## src/logic/mfd_cfg.svh

```systemverilog
// Function
// RULE1: microinstruction is 32 bits, bit 31 MSB
// RULE2: fields mode, ALU, test, special, constant
// RULE3: mode picks addressing mode and format
// RULE4: bit 19 selects subformat in formats 1-2
// RULE5: ALU function, A, B, destination fields
// RULE6: shift fields direction, A/AQ, control, no dest
// RULE7: test field picks upper or lower instruction
// RULE8: format 1 alternate test select bit
// RULE9: format 1 constant or transform codes
// RULE10: format 2 same-page jump with special op
// RULE11: format 2 full address page jump
// RULE12: format 3 special op, N/K load
// RULE13: override flag suppresses special for transforms; the code suppresses only transform codes that match the value/mask pair
// RULE14: special requests memory and alternate codings
// RULE15: return uses return register, sequential counter
// RULE16: jump target pair, page by bit 19
// RULE17: decoded outputs combinational from current word
`ifndef MFD_CFG_SVH
`define MFD_CFG_SVH
`define MFD_UI_W        32
`define MFD_MODE_LSB    0
`define MFD_ALU_F_LSB   2
`define MFD_SRC_A_LSB   7
`define MFD_SRC_B_LSB   10
`define MFD_DEST_LSB    13
`define MFD_SH_RIGHT    7
`define MFD_SH_LEFT     8
`define MFD_SH_AQ       9
`define MFD_SH_CTL_LSB  11
`define MFD_TEST_LSB    16
`define MFD_SF_BIT      19
`define MFD_SPEC_LSB    20
`define MFD_CONST_LSB   24
`define MFD_TALT_BIT    24
`define MFD_CCODE_LSB   25
`define MFD_SHIFT_F_HI  3'h7
`define MFD_S_MEM_RD    4'h1
`define MFD_S_MEM_WR    4'h2
`define MFD_S_ALT_A     4'h3
`define MFD_S_ALT_B     4'h4
`define MFD_S_ALT_D     4'h5
`define MFD_OFS_CTRL    8'h00
`define MFD_OFS_XFORM   8'h04
`define MFD_OFS_NREG    8'h08
`define MFD_OFS_KREG    8'h0C
`define MFD_OFS_LASTUI  8'h10
`define MFD_OFS_STATUS  8'h14
`define MFD_OFS_EXECNT  8'h18
`define MFD_CTRL_OVR    0
`define MFD_XF_VAL_LSB  0
`define MFD_XF_MSK_LSB  8
`define MFD_RST_CTRL    1'h0
`define MFD_RST_XVAL    7'h00
`define MFD_RST_XMSK    7'h7F
`endif

```

## src/logic/mfd_pkg.sv

```systemverilog
package mfd_pkg;
  typedef enum logic [1:0] {
    MFD_M_RETURN = 2'b00,
    MFD_M_SEQ1   = 2'b01,
    MFD_M_JUMP   = 2'b10,
    MFD_M_SEQ3   = 2'b11
  } mfd_mode_e;
  typedef enum logic [1:0] {
    MFD_FMT_1 = 2'b01,
    MFD_FMT_2 = 2'b10,
    MFD_FMT_3 = 2'b11
  } mfd_fmt_e;
  typedef logic [31:0] mfd_word_t;
endpackage

```

## src/logic/mfd_apb_port.sv

```systemverilog
`timescale 1ns/1ps
module mfd_apb_port #(
  parameter int ADDR_W = 8
) (
  input  wire logic              i_psel,
  input  wire logic              i_penable,
  input  wire logic              i_pwrite,
  input  wire logic              i_hit,
  output logic                   o_wr_en,
  output logic                   o_rd_en,
  output logic                   o_pready,
  output logic                   o_pslverr
);
  logic access;
  // zero wait states: every access completes in its first access cycle
  assign access    = i_psel & i_penable;
  assign o_pready  = 1'b1;
  assign o_wr_en   = access & i_pwrite & i_hit;
  assign o_rd_en   = access & ~i_pwrite & i_hit;
  assign o_pslverr = access & ~i_hit;
endmodule // mfd_apb_port

```

## src/logic/mfd_decoder.sv

```systemverilog
// The implementer's own choices: the register offsets and the APB interface to the registers.
`timescale 1ns/1ps
`include "mfd_cfg.svh"
module mfd_decoder import mfd_pkg::*; #(
  parameter int ADDR_W = 8
) (
  input  wire logic              i_mclk,
  input  wire logic              i_sys_rst,
  // current word and sequencer state
  input  wire logic [31:0]       i_uinstr,
  input  wire logic              i_exec,
  input  wire logic [11:0]       i_rtn_addr,
  input  wire logic [7:0]        i_mac,
  input  wire logic [3:0]        i_cur_page,
  // register bus
  input  wire logic              i_psel,
  input  wire logic              i_penable,
  input  wire logic              i_pwrite,
  input  wire logic [ADDR_W-1:0] i_paddr,
  input  wire logic [31:0]       i_pwdata,
  output logic [31:0]            o_prdata,
  output logic                   o_pready,
  output logic                   o_pslverr,
  // decoded controls, combinational from the current word
  output logic [1:0]             o_mode,
  output logic [1:0]             o_format,
  output logic                   o_subformat_select,
  output logic [4:0]             o_alu_func,
  output logic                   o_is_shift,
  output logic [2:0]             o_src_a,
  output logic [2:0]             o_src_b,
  output logic [2:0]             o_dest,
  output logic                   o_dest_en,
  output logic                   o_shift_right,
  output logic                   o_shift_left,
  output logic                   o_shift_aq,
  output logic [1:0]             o_shift_ctl,
  output logic [2:0]             o_test_code,
  output logic                   o_test_alt,
  output logic [3:0]             o_spec_code,
  output logic                   o_spec_valid,
  output logic                   o_mem_rd,
  output logic                   o_mem_wr,
  output logic                   o_alt_a,
  output logic                   o_alt_b,
  output logic                   o_alt_d,
  output logic [6:0]             o_const_code,
  output logic                   o_const_valid,
  output logic [6:0]             o_xform_code,
  output logic                   o_xform_valid,
  output logic [11:0]            o_next_addr,
  output logic                   o_n_load,
  output logic                   o_k_load,
  output logic [7:0]             o_nk_data
);
  mfd_mode_e   mode;
  logic        sf;
  logic [3:0]  spec;
  logic [7:0]  cfield;
  logic [6:0]  ccode;
  logic        fmt1;
  logic        fmt2;
  logic        fmt3;
  logic        xform_hit;
  logic        spec_ok;
  logic        hit;
  logic        wr_en;
  logic        rd_setup;
  logic        hi_zero;
  logic        wr_ctrl;
  logic        wr_xform;
  logic        spec_cmd;
  logic [7:0]  offs;
  logic        ovr_q;
  logic [6:0]  xval_q;
  logic [6:0]  xmsk_q;
  logic [7:0]  n_q;
  logic [7:0]  k_q;
  logic [31:0] last_ui_q;
  logic [11:0] last_next_q;
  logic [1:0]  last_mode_q;
  logic [31:0] exec_cnt_q;
  logic [31:0] rdata;
  logic [31:0] prdata_q;

  // field split, vector index equals bit number, bit 31 is the MSB
  assign mode   = mfd_mode_e'(i_uinstr[`MFD_MODE_LSB +: 2]); // see RULE1
  assign sf     = i_uinstr[`MFD_SF_BIT]; // see RULE4
  assign spec   = i_uinstr[`MFD_SPEC_LSB +: 4]; // see RULE2
  assign cfield = i_uinstr[`MFD_CONST_LSB +: 8]; // see RULE2
  assign ccode  = i_uinstr[`MFD_CCODE_LSB +: 7];
  assign o_mode = mode;

  always_comb begin // see RULE3
    fmt1 = 1'b0;
    fmt2 = 1'b0;
    fmt3 = 1'b0;
    case (mode)
      MFD_M_RETURN: fmt1 = 1'b1;
      MFD_M_SEQ1:   fmt1 = 1'b1;
      MFD_M_JUMP:   fmt2 = 1'b1;
      MFD_M_SEQ3:   fmt3 = 1'b1;
      default:      fmt1 = 1'b1;
    endcase
  end

  always_comb begin
    case (mode)
      MFD_M_JUMP: o_format = MFD_FMT_2;
      MFD_M_SEQ3: o_format = MFD_FMT_3;
      default:    o_format = MFD_FMT_1;
    endcase
  end

  // in format 3 bit 19 is the N/K select, not a subformat
  assign o_subformat_select = (fmt1 | fmt2) & sf; // see RULE4

  // ALU control; shift codes take the top F group
  assign o_alu_func = i_uinstr[`MFD_ALU_F_LSB +: 5]; // see RULE5
  assign o_is_shift = (o_alu_func[4:2] == `MFD_SHIFT_F_HI); // see RULE6
  assign o_src_a    = o_is_shift ? 3'h0 : i_uinstr[`MFD_SRC_A_LSB +: 3]; // see RULE5
  assign o_src_b    = o_is_shift ? 3'h0 : i_uinstr[`MFD_SRC_B_LSB +: 3]; // see RULE5
  assign o_dest     = i_uinstr[`MFD_DEST_LSB +: 3]; // see RULE5
  // dest holds a no-op code for shifts, so no write-back
  assign o_dest_en  = ~o_is_shift; // see RULE6

  // bit 10 is deliberately not decoded for shifts
  assign o_shift_right = o_is_shift & i_uinstr[`MFD_SH_RIGHT]; // see RULE6
  assign o_shift_left  = o_is_shift & i_uinstr[`MFD_SH_LEFT]; // see RULE6
  assign o_shift_aq    = o_is_shift & i_uinstr[`MFD_SH_AQ]; // see RULE6
  assign o_shift_ctl   = o_is_shift ? i_uinstr[`MFD_SH_CTL_LSB +: 2] : 2'h0; // see RULE6

  // the sequencer uses these to pick upper or lower of the next pair
  assign o_test_code = i_uinstr[`MFD_TEST_LSB +: 3]; // see RULE7
  assign o_test_alt  = fmt1 & i_uinstr[`MFD_TALT_BIT]; // see RULE8

  // format 1 constant field: C' when sf is 0, transform C'' when 1
  assign o_const_valid = fmt1 & ~sf; // see RULE9
  assign o_xform_valid = fmt1 & sf; // see RULE9
  assign o_const_code  = o_const_valid ? ccode : 7'h00; // see RULE9
  assign o_xform_code  = o_xform_valid ? ccode : 7'h00; // see RULE9

  // masked compare picks the transform codes that the flag silences
  // one value/mask pair: only codes of one masked class can be silenced
  assign xform_hit = o_xform_valid & ((ccode & xmsk_q) == (xval_q & xmsk_q));

  always_comb begin
    spec_ok = 1'b0;
    if (fmt1) begin
      spec_ok = ~(ovr_q & xform_hit); // see RULE13
    end else if (fmt2) begin
      spec_ok = ~sf; // see RULE10
    end else begin
      spec_ok = 1'b1; // see RULE12
    end
  end

  assign o_spec_valid = spec_ok;
  assign o_spec_code  = spec_ok ? spec : 4'h0;

  // memory and alternate codings exist only in formats 1 and 2
  assign spec_cmd = spec_ok & ~fmt3; // see RULE14
  assign o_mem_rd = spec_cmd & (spec == `MFD_S_MEM_RD); // see RULE14
  assign o_mem_wr = spec_cmd & (spec == `MFD_S_MEM_WR); // see RULE14
  assign o_alt_a  = spec_cmd & (spec == `MFD_S_ALT_A); // see RULE14
  assign o_alt_b  = spec_cmd & (spec == `MFD_S_ALT_B); // see RULE14
  assign o_alt_d  = spec_cmd & (spec == `MFD_S_ALT_D); // see RULE14

  // next pair address, page in the top nibble
  always_comb begin // see RULE17
    case (mode)
      MFD_M_RETURN: o_next_addr = i_rtn_addr; // see RULE15
      MFD_M_JUMP: begin
        if (sf) begin
          o_next_addr = {spec, cfield}; // see RULE11 RULE16
        end else begin
          o_next_addr = {i_cur_page, cfield}; // see RULE10 RULE16
        end
      end
      MFD_M_SEQ1: o_next_addr = {i_cur_page, i_mac}; // see RULE15
      MFD_M_SEQ3: o_next_addr = {i_cur_page, i_mac}; // see RULE15
      default:    o_next_addr = {i_cur_page, i_mac};
    endcase
  end

  // load strobes qualified by execution so a stalled word loads nothing
  assign o_n_load  = fmt3 & sf & i_exec; // see RULE12
  assign o_k_load  = fmt3 & ~sf & i_exec; // see RULE12
  assign o_nk_data = cfield; // see RULE12

  // software copies of N and K for debug reads
  always_ff @(posedge i_mclk) begin
    if (i_sys_rst) begin
      n_q <= 8'h00;
    end else if (o_n_load) begin
      n_q <= cfield;
    end
  end

  always_ff @(posedge i_mclk) begin
    if (i_sys_rst) begin
      k_q <= 8'h00;
    end else if (o_k_load) begin
      k_q <= cfield;
    end
  end

  always_ff @(posedge i_mclk) begin
    if (i_sys_rst) begin
      last_ui_q   <= 32'h00000000;
      last_next_q <= 12'h000;
      last_mode_q <= 2'h0;
    end else if (i_exec) begin
      last_ui_q   <= i_uinstr;
      last_next_q <= o_next_addr;
      last_mode_q <= mode;
    end
  end

  // wraps silently; meant only as a rough activity gauge
  always_ff @(posedge i_mclk) begin
    if (i_sys_rst) begin
      exec_cnt_q <= 32'h00000000;
    end else if (i_exec) begin
      exec_cnt_q <= exec_cnt_q + 32'h00000001;
    end
  end

  // register bus
  assign offs = i_paddr[7:0];

  // a set address bit above the map is a miss, so registers do not alias
  if (ADDR_W > 8) begin : g_addr_hi
    assign hi_zero = ~|i_paddr[ADDR_W-1:8];
  end else begin : g_addr_lo
    assign hi_zero = 1'b1;
  end

  always_comb begin
    hit = hi_zero;
    case (offs)
      `MFD_OFS_CTRL:   rdata = {31'h00000000, ovr_q};
      `MFD_OFS_XFORM:  rdata = {17'h00000, xmsk_q, 1'b0, xval_q};
      `MFD_OFS_NREG:   rdata = {24'h000000, n_q};
      `MFD_OFS_KREG:   rdata = {24'h000000, k_q};
      `MFD_OFS_LASTUI: rdata = last_ui_q;
      `MFD_OFS_STATUS: rdata = {18'h00000, last_mode_q, last_next_q};
      `MFD_OFS_EXECNT: rdata = exec_cnt_q;
      default: begin
        rdata = 32'h00000000;
        hit   = 1'b0;
      end
    endcase
  end

  mfd_apb_port #(
    .ADDR_W (ADDR_W)
  ) u_apb (
    .i_psel    (i_psel),
    .i_penable (i_penable),
    .i_pwrite  (i_pwrite),
    .i_hit     (hit),
    .o_wr_en   (wr_en),
    .o_rd_en   (),
    .o_pready  (o_pready),
    .o_pslverr (o_pslverr)
  );

  // read word is latched at the end of setup so prdata comes from a flop
  // and still stands in the zero-wait access phase
  assign rd_setup = i_psel & ~i_penable & ~i_pwrite & hit;

  always_ff @(posedge i_mclk) begin
    if (i_sys_rst) begin
      prdata_q <= 32'h00000000;
    end else if (rd_setup) begin
      prdata_q <= rdata;
    end else begin
      prdata_q <= 32'h00000000;
    end
  end

  assign o_prdata = prdata_q;

  assign wr_ctrl  = wr_en & (offs == `MFD_OFS_CTRL);
  assign wr_xform = wr_en & (offs == `MFD_OFS_XFORM);

  always_ff @(posedge i_mclk) begin
    if (i_sys_rst) begin
      ovr_q <= `MFD_RST_CTRL;
    end else if (wr_ctrl) begin
      ovr_q <= i_pwdata[`MFD_CTRL_OVR]; // see RULE13
    end
  end

  always_ff @(posedge i_mclk) begin
    if (i_sys_rst) begin
      xval_q <= `MFD_RST_XVAL;
      xmsk_q <= `MFD_RST_XMSK;
    end else if (wr_xform) begin
      xval_q <= i_pwdata[`MFD_XF_VAL_LSB +: 7];
      xmsk_q <= i_pwdata[`MFD_XF_MSK_LSB +: 7];
    end
  end
endmodule // mfd_decoder

```

## config.mk

```make
export PLATFORM = sky130hd
export DESIGN_NAME = mfd_decoder
export DESIGN_NICKNAME = d
export VERILOG_FILES = /design/src/logic/mfd_pkg.sv /design/src/logic/mfd_apb_port.sv /design/src/logic/mfd_decoder.sv
export VERILOG_INCLUDE_DIRS = /design/src /design/src/logic
export SDC_FILE = /design/constraint.sdc
export NUM_CORES = 1
export LEC_CHECK = 0
export ABC_AREA = 1
export BUFFER_PORTS_ARGS = -buffer_cell sky130_fd_sc_hd__buf_4
export CAP_MARGIN = 20
export CORE_ASPECT_RATIO = 0.8
export CORE_MARGIN = 2
export CORE_UTILIZATION = 41
export CTS_CLUSTER_SIZE = 12
export DETAILED_ROUTE_END_ITERATION = 10
export GPL_ROUTABILITY_DRIVEN = 0
export PLACE_DENSITY = 0.76
export SLEW_MARGIN = 15
export SYNTH_ARGS = -nofsm -noshare
export SYNTH_HDL_FRONTEND = slang
export SYNTH_SLANG_ARGS = --single-unit
```

## constraint.sdc

```tcl
create_clock -name i_mclk -period 3.5 [get_ports i_mclk]
set_clock_uncertainty 0.15 [all_clocks]
set_input_delay 0.35 -clock i_mclk [delete_from_list [all_inputs] [get_ports i_mclk]]
set_output_delay 0.35 -clock i_mclk [all_outputs]
set_load 0.03 [all_outputs]
```

==> implementation parameters, run 1 <==
Parameter                              Value

Status
  Status    finished clean

Power and ir drop
  Post-layout total power    4110 uW
  Worst vdd rail ir drop    0.317 mV
  Power Density    466 nW/um^2
  Pleak    0.00397 uW

Floorplanning
  Die Footprint    17,500 um^2
  Starting utilization of the core area    42.3%
  Ports placed on the boundary    214
  Die Span Y    119 um
  Core Box Area    15,900 um^2
  Site row count    41
  Die X-Extent    147 um

Global route
  Pin count of the biggest net entering global routing    56
  Total global-route track usage    25.1%
  Wire length of the first global-routing pass    34,500 um
  Vias in the first global route    6,742
  Remaining global-route overflow    0
  Number of antenna violations at the first check in global routing    1

Synth
  Synth Area per Inst    6.64 um^2
  Synth top cells by count    sky130_fd_sc_hd__nand2_1, sky130_fd_sc_hd__nor2_1, sky130_fd_sc_hd__dfxtp_1
  Share of synthesized registers carrying an async set or reset    0%
  Number of distinct standard cells referenced by the synthesized netlist    35
  Leading cell types by total area after synthesis    sky130_fd_sc_hd__dfxtp_1, sky130_fd_sc_hd__nand2_1, sky130_fd_sc_hd__nor2_1, sky130_fd_sc_hd__a21oi_1, sky130_fd_sc_hd__o21ai_0
  Synth Instances    1,013
  Count of warnings emitted by yosys    0
  Sequential share of the synthesized area    41.3%
  Flip-flop cell with the highest count after synthesis    sky130_fd_sc_hd__dfxtp_1
  Cell taking the most area after synthesis    sky130_fd_sc_hd__dfxtp_1
  Flops & latches, synth    139
  Most frequently used cell type in the post-synthesis netlist    sky130_fd_sc_hd__nand2_1
  Area fraction of the dominant cell type after synthesis    41.3%
  Number of nets in the synthesized netlist    1,116
  Netlist area before placement    6730 um^2
  Number of synthesized flops with an enable pin    0

Hold path
  Type of the most critical hold path    in2reg
  Number of cells traversed by the worst hold path    3
  Hold worst-path end    last_ui_q[10]$_SDFFE_PP0P_
  Hold_sp    i_uinstr[10]

Flow run
  Total of max-cap violations    0

Final layout
  Area grow syn2layout    31.1%
  Fin util    55.5%
  Area occupied by multi-input gates    3120 um^2
  Layout cells sized above 1    22.2%
  Layout net count    1,271
  Number of standard cells in the layout, taps in and fillers out    1,397
  Sequential cell area in the final layout    2780 um^2
  Fill cell total of the finished layout    1,533

Worst setup path
  Worst setup slack for register-to-register paths    1.47 ns
  CP Max Fanout    7
  CP bufs+invs    3
  Category of the critical setup timing path    in2out
  Reg2reg end    exec_cnt_q[20]$_SDFFE_PP0P_
  Cell chain of the critical path    buf_4 -> inv_1 -> o21ai_0 -> o21ai_0 -> nor2_1 -> nand2_1 -> nand3_1 -> nor2_1 -> buf_4
  CP Data Arrival Time    1.85 ns
  Slowest cell delay on critical path    0.31 ns
  Critical path startpoint category    primary input
  Reg2Reg Depth    11
  Worst flop-to-flop path startpoint    exec_cnt_q[1]$_SDFFE_PP0P_
  Capturing element type of the critical path    primary output
  Max stage delay cell, worst path    sky130_fd_sc_hd__inv_1
  Family with the most delay on the worst path    buffers and inverters
  Worst EP required    3.00 ns

Drt
  Number of design rule violations left after detail routing    0
  Routed len/inst    15.5 um
  Number of search-and-repair iterations in the first detailed-routing pass    5
  Detailed-route via count    7,231
  Drt total wl    21,700 um
  Antenna viol nets, final    0
  Number of vias per cell after detailed routing    5.18
  First DRT Iteration DRCs    701

Timing
  Setup repair after global routing missed its margin    false
  Final period util    67.0%
  Slew of the pin with the lowest slew margin    0.884 ns
  Endpoints failing hold    0
  WHS    0.0121 ns
  Final setup violating endpoints    0
  Setup TNS after final layout    0 ns
  Post-route minimum period    2.35 ns
  Worst rel slew slack    40.8%
  Max-slew violation count    0
  Max Freq    0.426 GHz

CTS
  Clock Sinks    139
  Setup Buffers After CTS    0
  Hold buffers post-CTS    0
  Clock tree from TritonCTS    built
  Clock Path Buffers    2
  Number of buffers added by the clock tree synthesis step    17
  Insertion delay of the later-clocked pin in the worst-skew pair    0.42 ns
  Number of gates given a new drive strength after cts    0
  Clock transition at the register clock pins on the worst setup and hold paths after CTS    0.07 ns
  Buffer cell driving the clock tree root    sky130_fd_sc_hd__clkbuf_16
  Deepest level of the CTS H-tree    4

Placed design
  Port Buf Inserts    194
  Number of cells in the design after placement    1,364
  Sum of net half-perimeters after detailed placement    15,700 um
==> worst max-delay path by stage <==
stage	from	to	slack, ns	depth (start not counted)
2_1_floorplan	i_uinstr[19]	o_const_code[0]	1.39	4
4_1_cts	xval_q[6]$_SDFFE_PP0P_	o_mem_wr	1.18	8
3_5_place_dp	i_paddr[1]	o_prdata[25]$_SDFF_PP0_	1.10	10
3_3_place_gp	i_paddr[1]	o_prdata[1]$_SDFF_PP0_	1.12	10
6_report	i_uinstr[31]	o_mem_wr	1.15	9
5_1_grt	xval_q[6]$_SDFFE_PP0P_	o_mem_wr	1.05	8
==> kinds of logic after synthesis <==
kind of cell	count (synthesis)	synth area share, %
XOR/XNOR	2	0.260
adder cells (fa/ha/maj)	1	0.186
AND/OR/NAND/NOR	477	30.1
buffers and inverters	189	12.2
AO/OA/AOI/OAI	204	15.9
flip-flops	139	41.3
other	1	0.0557
==> sequential cells by signal (all words and copies together) (netlist names) <==
signal,count
last_ui_q,32
k_q,8
o_prdata,32
xval_q,7
last_next_q,12
xmsk_q,7
exec_cnt_q,32
n_q,8
ovr_q,1
==> routing by layer <==
layer / global-route usage, % / up-vias / wire length [um] / share of wire [%]
li1: - / 3561 / - / -
met2: 41.0 / 313 / 10100 / 46
met4: 8.95 / 0 / 346 / 1.6
met5: 0 / - / 0 / 0
met3: 5.10 / 30 / 1900 / 8.7
met1: 32.9 / 3327 / 9370 / 43
==> layout make-up <==
| type | instances | share of cell area (%) |
|---|---|---|
| flip-flops and latches | 139 | 31.5 |
| well taps | 215 | 3.05 |
| clock inverters | 14 | 2.44 |
| diodes | 1 | 0.0284 |
| clock buffers | 18 | 4.87 |
| repair buffers | 204 | 17.5 |
| multi-input cells | 685 | 35.4 |
| inverters | 121 | 5.15 |
==> cells in the final DEF (no fill, tap or decap), types with 2 or more instances in the layout <==
cell type                    instances
sky130_fd_sc_hd__nor2_2              7
sky130_fd_sc_hd__o21ai_1             8
sky130_fd_sc_hd__a31oi_1             2
sky130_fd_sc_hd__o21ai_0            87
sky130_fd_sc_hd__o211ai_1            5
sky130_fd_sc_hd__nand4_1            26
sky130_fd_sc_hd__clkinvlp_4          2
sky130_fd_sc_hd__nand2_1           197
sky130_fd_sc_hd__nor2_1            162
sky130_fd_sc_hd__a211oi_1            5
sky130_fd_sc_hd__inv_6               3
sky130_fd_sc_hd__bufinv_16           5
sky130_fd_sc_hd__nor2_4              2
sky130_fd_sc_hd__a21oi_1            90
sky130_fd_sc_hd__inv_1             108
sky130_fd_sc_hd__nand3_1            67
sky130_fd_sc_hd__clkinv_2            3
sky130_fd_sc_hd__clkbuf_16          17
sky130_fd_sc_hd__a22oi_1             2
sky130_fd_sc_hd__buf_4             203
sky130_fd_sc_hd__dfxtp_1           139
sky130_fd_sc_hd__nor3_1             10
sky130_fd_sc_hd__inv_2              13
sky130_fd_sc_hd__o21a_1              3
==> worst min-delay path, stage by stage <==
cell and delay, ns:
sky130_fd_sc_hd__buf_4 0.09, sky130_fd_sc_hd__nor2_1 0.04, sky130_fd_sc_hd__nor2_1 0.08
==> report_power, final <==
part | switching, uW | internal (uW)
logic | 301 | 175
clock network | 715 | 1270
registers | 23.5 | 1630
total | 1040 | 3070
==> stage by stage <==
step / setup WS [ns] / instance area [um^2]
floorplan: 1.39 / 6730
global placement: 1.12 / 8170
detailed placement: 1.10 / 8170
CTS: 1.18 / 8820
global route: 1.05 / 8820
finish: 1.15 / 8820
(Power assumes the default switching activity.)
==> run 2: changes to the inputs <==
--- a/config.mk
+++ b/config.mk
@@ -15,7 +15,7 @@
 export CTS_CLUSTER_SIZE = 12
 export DETAILED_ROUTE_END_ITERATION = 10
 export GPL_ROUTABILITY_DRIVEN = 0
-export PLACE_DENSITY = 0.76
+export PLACE_DENSITY = 0.78
 export SLEW_MARGIN = 15
 export SYNTH_ARGS = -nofsm -noshare
 export SYNTH_HDL_FRONTEND = slang
==> constraint.sdc (replaced) <==
create_clock -name i_mclk -period 2.07 [get_ports i_mclk]
set_clock_uncertainty 0.15 [all_clocks]
set_input_delay 0.207 -clock i_mclk [delete_from_list [all_inputs] [get_ports i_mclk]]
set_output_delay 0.207 -clock i_mclk [all_outputs]
set_load 0.03 [all_outputs]
==> run 2 against run 1 <==
Compared with the run above:
- via count is 5.7% higher
- combinational power increased by 94%
- global-route usage increased by 1.9 points
- first-iteration DRC count down 0.71%
- die area unchanged
- clock power grew 68%
- sequential share of layout area fell by 2.2 points
- sequential power increased by 70%
- critical path depth decreased by 1
- wire length grew 8.8%
- highest routed layer unchanged
==> implementation parameters, run 2 (same netlist as run 1, synthesis figures left out) <==
Parameter                              Value

Status
  Status    finished clean

Worst setup path
  Worst Setup SP    xval_q[2]$_SDFFE_PP0P_
  Family with the most delay on the worst path    simple AND/OR/NAND/NOR gates
  Worst flop-to-flop path startpoint    exec_cnt_q[0]$_SDFFE_PP0P_
  Capturing element type of the critical path    primary output
  Category of the critical setup timing path    reg2out
  CP bufs+invs    2 (-1)
  Slowest cell delay on critical path    0.34 ns (+0.03 ns)
  Max stage delay cell, worst path    sky130_fd_sc_hd__dfxtp_2
  Path length in cells of the critical path    8 (-1)
  CP Data Arrival Time    1.67 ns (-0.18 ns)
  Worst setup path endpoint    o_alt_d
  Reg2Reg Depth    9 (-2)
  Worst EP required    1.71 ns (-1.29 ns)
  Cell chain of the critical path    inv_2 -> nand3_1 -> nand4_1 -> nor2_2 -> nand2_4 -> nand3_4 -> nor2_1 -> buf_4
  Worst setup slack for register-to-register paths    0.15 ns (-1.32 ns)
  CP Max Fanout    5 (-2)
  Critical path startpoint category    flip-flop
  Reg2reg end    exec_cnt_q[23]$_SDFFE_PP0P_

Global route
  Vias in the first global route    7,392 (+9.6%)
  Pin count of the biggest net entering global routing    53 (-5.4%)
  Number of antenna violations at the first check in global routing    0 (-1)
  Remaining global-route overflow    0 (unchanged)
  Wire length of the first global-routing pass    37,200 um (+8.0%)
  Total global-route track usage    27.0% (+1.9 points)

Placed design
  Sum of net half-perimeters after detailed placement    16,500 um (+5.0%)
  Number of cells in the design after placement    1,383 (+1.4%)
  Port Buf Inserts    194 (unchanged)
  Worst setup slack after placement    0.195 ns (-0.906 ns)

Timing
  Post-layout worst setup margin    0.0402 ns (-1.11 ns)
  Final period util    98.1%
  Endpoints failing hold    0 (unchanged)
  Max-slew violation count    0 (unchanged)
  Post-route minimum period    2.03 ns
  Final setup violating endpoints    0 (unchanged)
  Max Freq    0.493 GHz

Drt
  Number of vias per cell after detailed routing    5.23 (+1.1%)
  First DRT Iteration DRCs    696 (-0.71%)
  Number of design rule violations left after detail routing    0 (unchanged)
  Antenna viol nets, final    0 (unchanged)
  Drt total wl    23,600 um (+8.8%)
  Detailed-route via count    7,640 (+5.7%)
  Routed len/inst    16.2 um (+4.1%)
  Number of search-and-repair iterations in the first detailed-routing pass    6 (+1)

Floorplanning
  Starting utilization of the core area    42.3% (unchanged)
  Core Box Area    15,900 um^2 (unchanged)
  Site row count    41 (unchanged)
  Die Span Y    119 um (unchanged)
  Die X-Extent    147 um (unchanged)
  Die Footprint    17,500 um^2 (unchanged)
  Ports placed on the boundary    214 (unchanged)

CTS
  Clock tree from TritonCTS    built
  Clock Sinks    139 (unchanged)
  Clock transition at the register clock pins on the worst setup and hold paths after CTS    0.06 ns (about the same)
  Deepest level of the CTS H-tree    4 (unchanged)
  Insertion delay of the later-clocked pin in the worst-skew pair    0.43 ns (about the same)
  Buffer cell driving the clock tree root    sky130_fd_sc_hd__clkbuf_16
  Number of buffers added by the clock tree synthesis step    17 (unchanged)
  Clock Path Buffers    2 (unchanged)

Power and ir drop
  Power Density    742 nW/um^2 (+59%)
  Pleak    0.00430 uW (+8.1%)
  Worst vdd rail ir drop    0.531 mV (+67%)

Final layout
  Most used cells in the layout excluding fill and tap cells    sky130_fd_sc_hd__buf_4, sky130_fd_sc_hd__nand2_1, sky130_fd_sc_hd__nor2_1, sky130_fd_sc_hd__dfxtp_1, sky130_fd_sc_hd__inv_1
  Layout cells sized above 1    24.3% (+2.1 points)
  Area grow syn2layout    41.2%
  Layout net count    1,335 (+5.0%)
  Number of standard cells in the layout, taps in and fillers out    1,460 (+4.5%)
  Diodes inserted    0 (-1)
  Commonest non-fill, non-tap cell in the layout    sky130_fd_sc_hd__buf_4

Hold path
  Hold_sp    i_mac[7]
  Type of the most critical hold path    in2reg

Flow run
  Total of max-cap violations    0 (unchanged)
## run 2: cell count changes in the layout (fill, tap and decap cells not counted), moves of 3 or more
| cell | previous run | this run |
|---|---|---|
| sky130_fd_sc_hd__buf_4 | 203 | 220 |
| sky130_fd_sc_hd__dfxtp_2 | 0 | 4 |
| sky130_fd_sc_hd__clkbuf_8 | 0 | 4 |
| sky130_fd_sc_hd__nor2_2 | 7 | 15 |
| sky130_fd_sc_hd__inv_2 | 13 | 16 |
| sky130_fd_sc_hd__dlygate4sd3_1 | 0 | 45 |
| sky130_fd_sc_hd__dfxtp_1 | 139 | 135 |
| sky130_fd_sc_hd__inv_1 | 108 | 104 |
| sky130_fd_sc_hd__nor2_1 | 162 | 154 |
## run 2: cell type report
cell class / count / area [um^2]
fill: 1470 / 6400
multi-input combinational: 685 / 3180
sequential: 139 / 2790
timing repair buffer: 268 / 2160
clock buffer: 22 / 484
inverter: 121 / 458
tap: 215 / 269
clock inverter: 10 / 161
## run 2: per-stage QoR
| stage | hold WS, ns | setup TNS, ns | instance area (um^2) | utilization [%] | total power [uW] |
|---|---|---|---|---|---|
| final | 0.0239 | 0 | 9500 | 59.8 | 7050 |
| after global routing | 0.0298 | -0.293 | 9500 | 59.8 | 7250 |
| after CTS | 0.00251 | 0 | 9460 | 59.5 | 7050 |
| after detailed placement | 0.301 | 0 | 8340 | 52.5 | 3680 |
| after global placement | 0.293 | 0 | 8340 | 52.5 | 3670 |
| after floorplan | 0.192 | 0 | 6730 | - | 3310 |
## run 2: worst min-delay path by stage
| stage | endpoint | cells past startpoint |
|---|---|---|
| final | last_next_q[7]$_SDFFE_PP0P_ | 5 |
| after CTS | last_ui_q[19]$_SDFFE_PP0P_ | 3 |
| after floorplan | last_ui_q[10]$_SDFFE_PP0P_ | 2 |
| after detailed placement | last_ui_q[10]$_SDFFE_PP0P_ | 3 |
| after global routing | last_next_q[7]$_SDFFE_PP0P_ | 5 |
| after global placement | last_ui_q[10]$_SDFFE_PP0P_ | 3 |
## run 2: what timing repair did
| item | in CTS | in global routing |
|---|---|---|
| pin swaps | 4 | 4 |
| buffers inserted | 0 | 0 |
| hold buffers | 45 | 0 |
| setup endpoints to repair | 10 | 22 |
| gates resized for setup | 9 | 17 |
| endpoints found under the hold margin | 46 | 0 |
## run 2: worst min-delay path, cell delays in order
cell,delay [ns]
sky130_fd_sc_hd__buf_4,0.08
sky130_fd_sc_hd__nand2_1,0.04
sky130_fd_sc_hd__o21ai_0,0.07
sky130_fd_sc_hd__a21oi_1,0.06
sky130_fd_sc_hd__a21oi_1,0.11
## run 2: metal layers
metal,vias to the layer above,part of all wire [%],wire length [um],global-route usage (%)
met4,0,2.8,655,9.25
met3,52,9.8,2310,6.99
met1,3465,40,9500,34.5
li1,3683,-,-,-
met5,-,0,0,0
met2,440,47,11100,44.4
## run 2: power by group
part / switching [uW] / internal [uW] / leakage [uW]
sequential: 44.5 / 2750 / 0.00113
combinational: 544 / 378 / 0.00284
clock: 1180 / 2150 / 0.000320
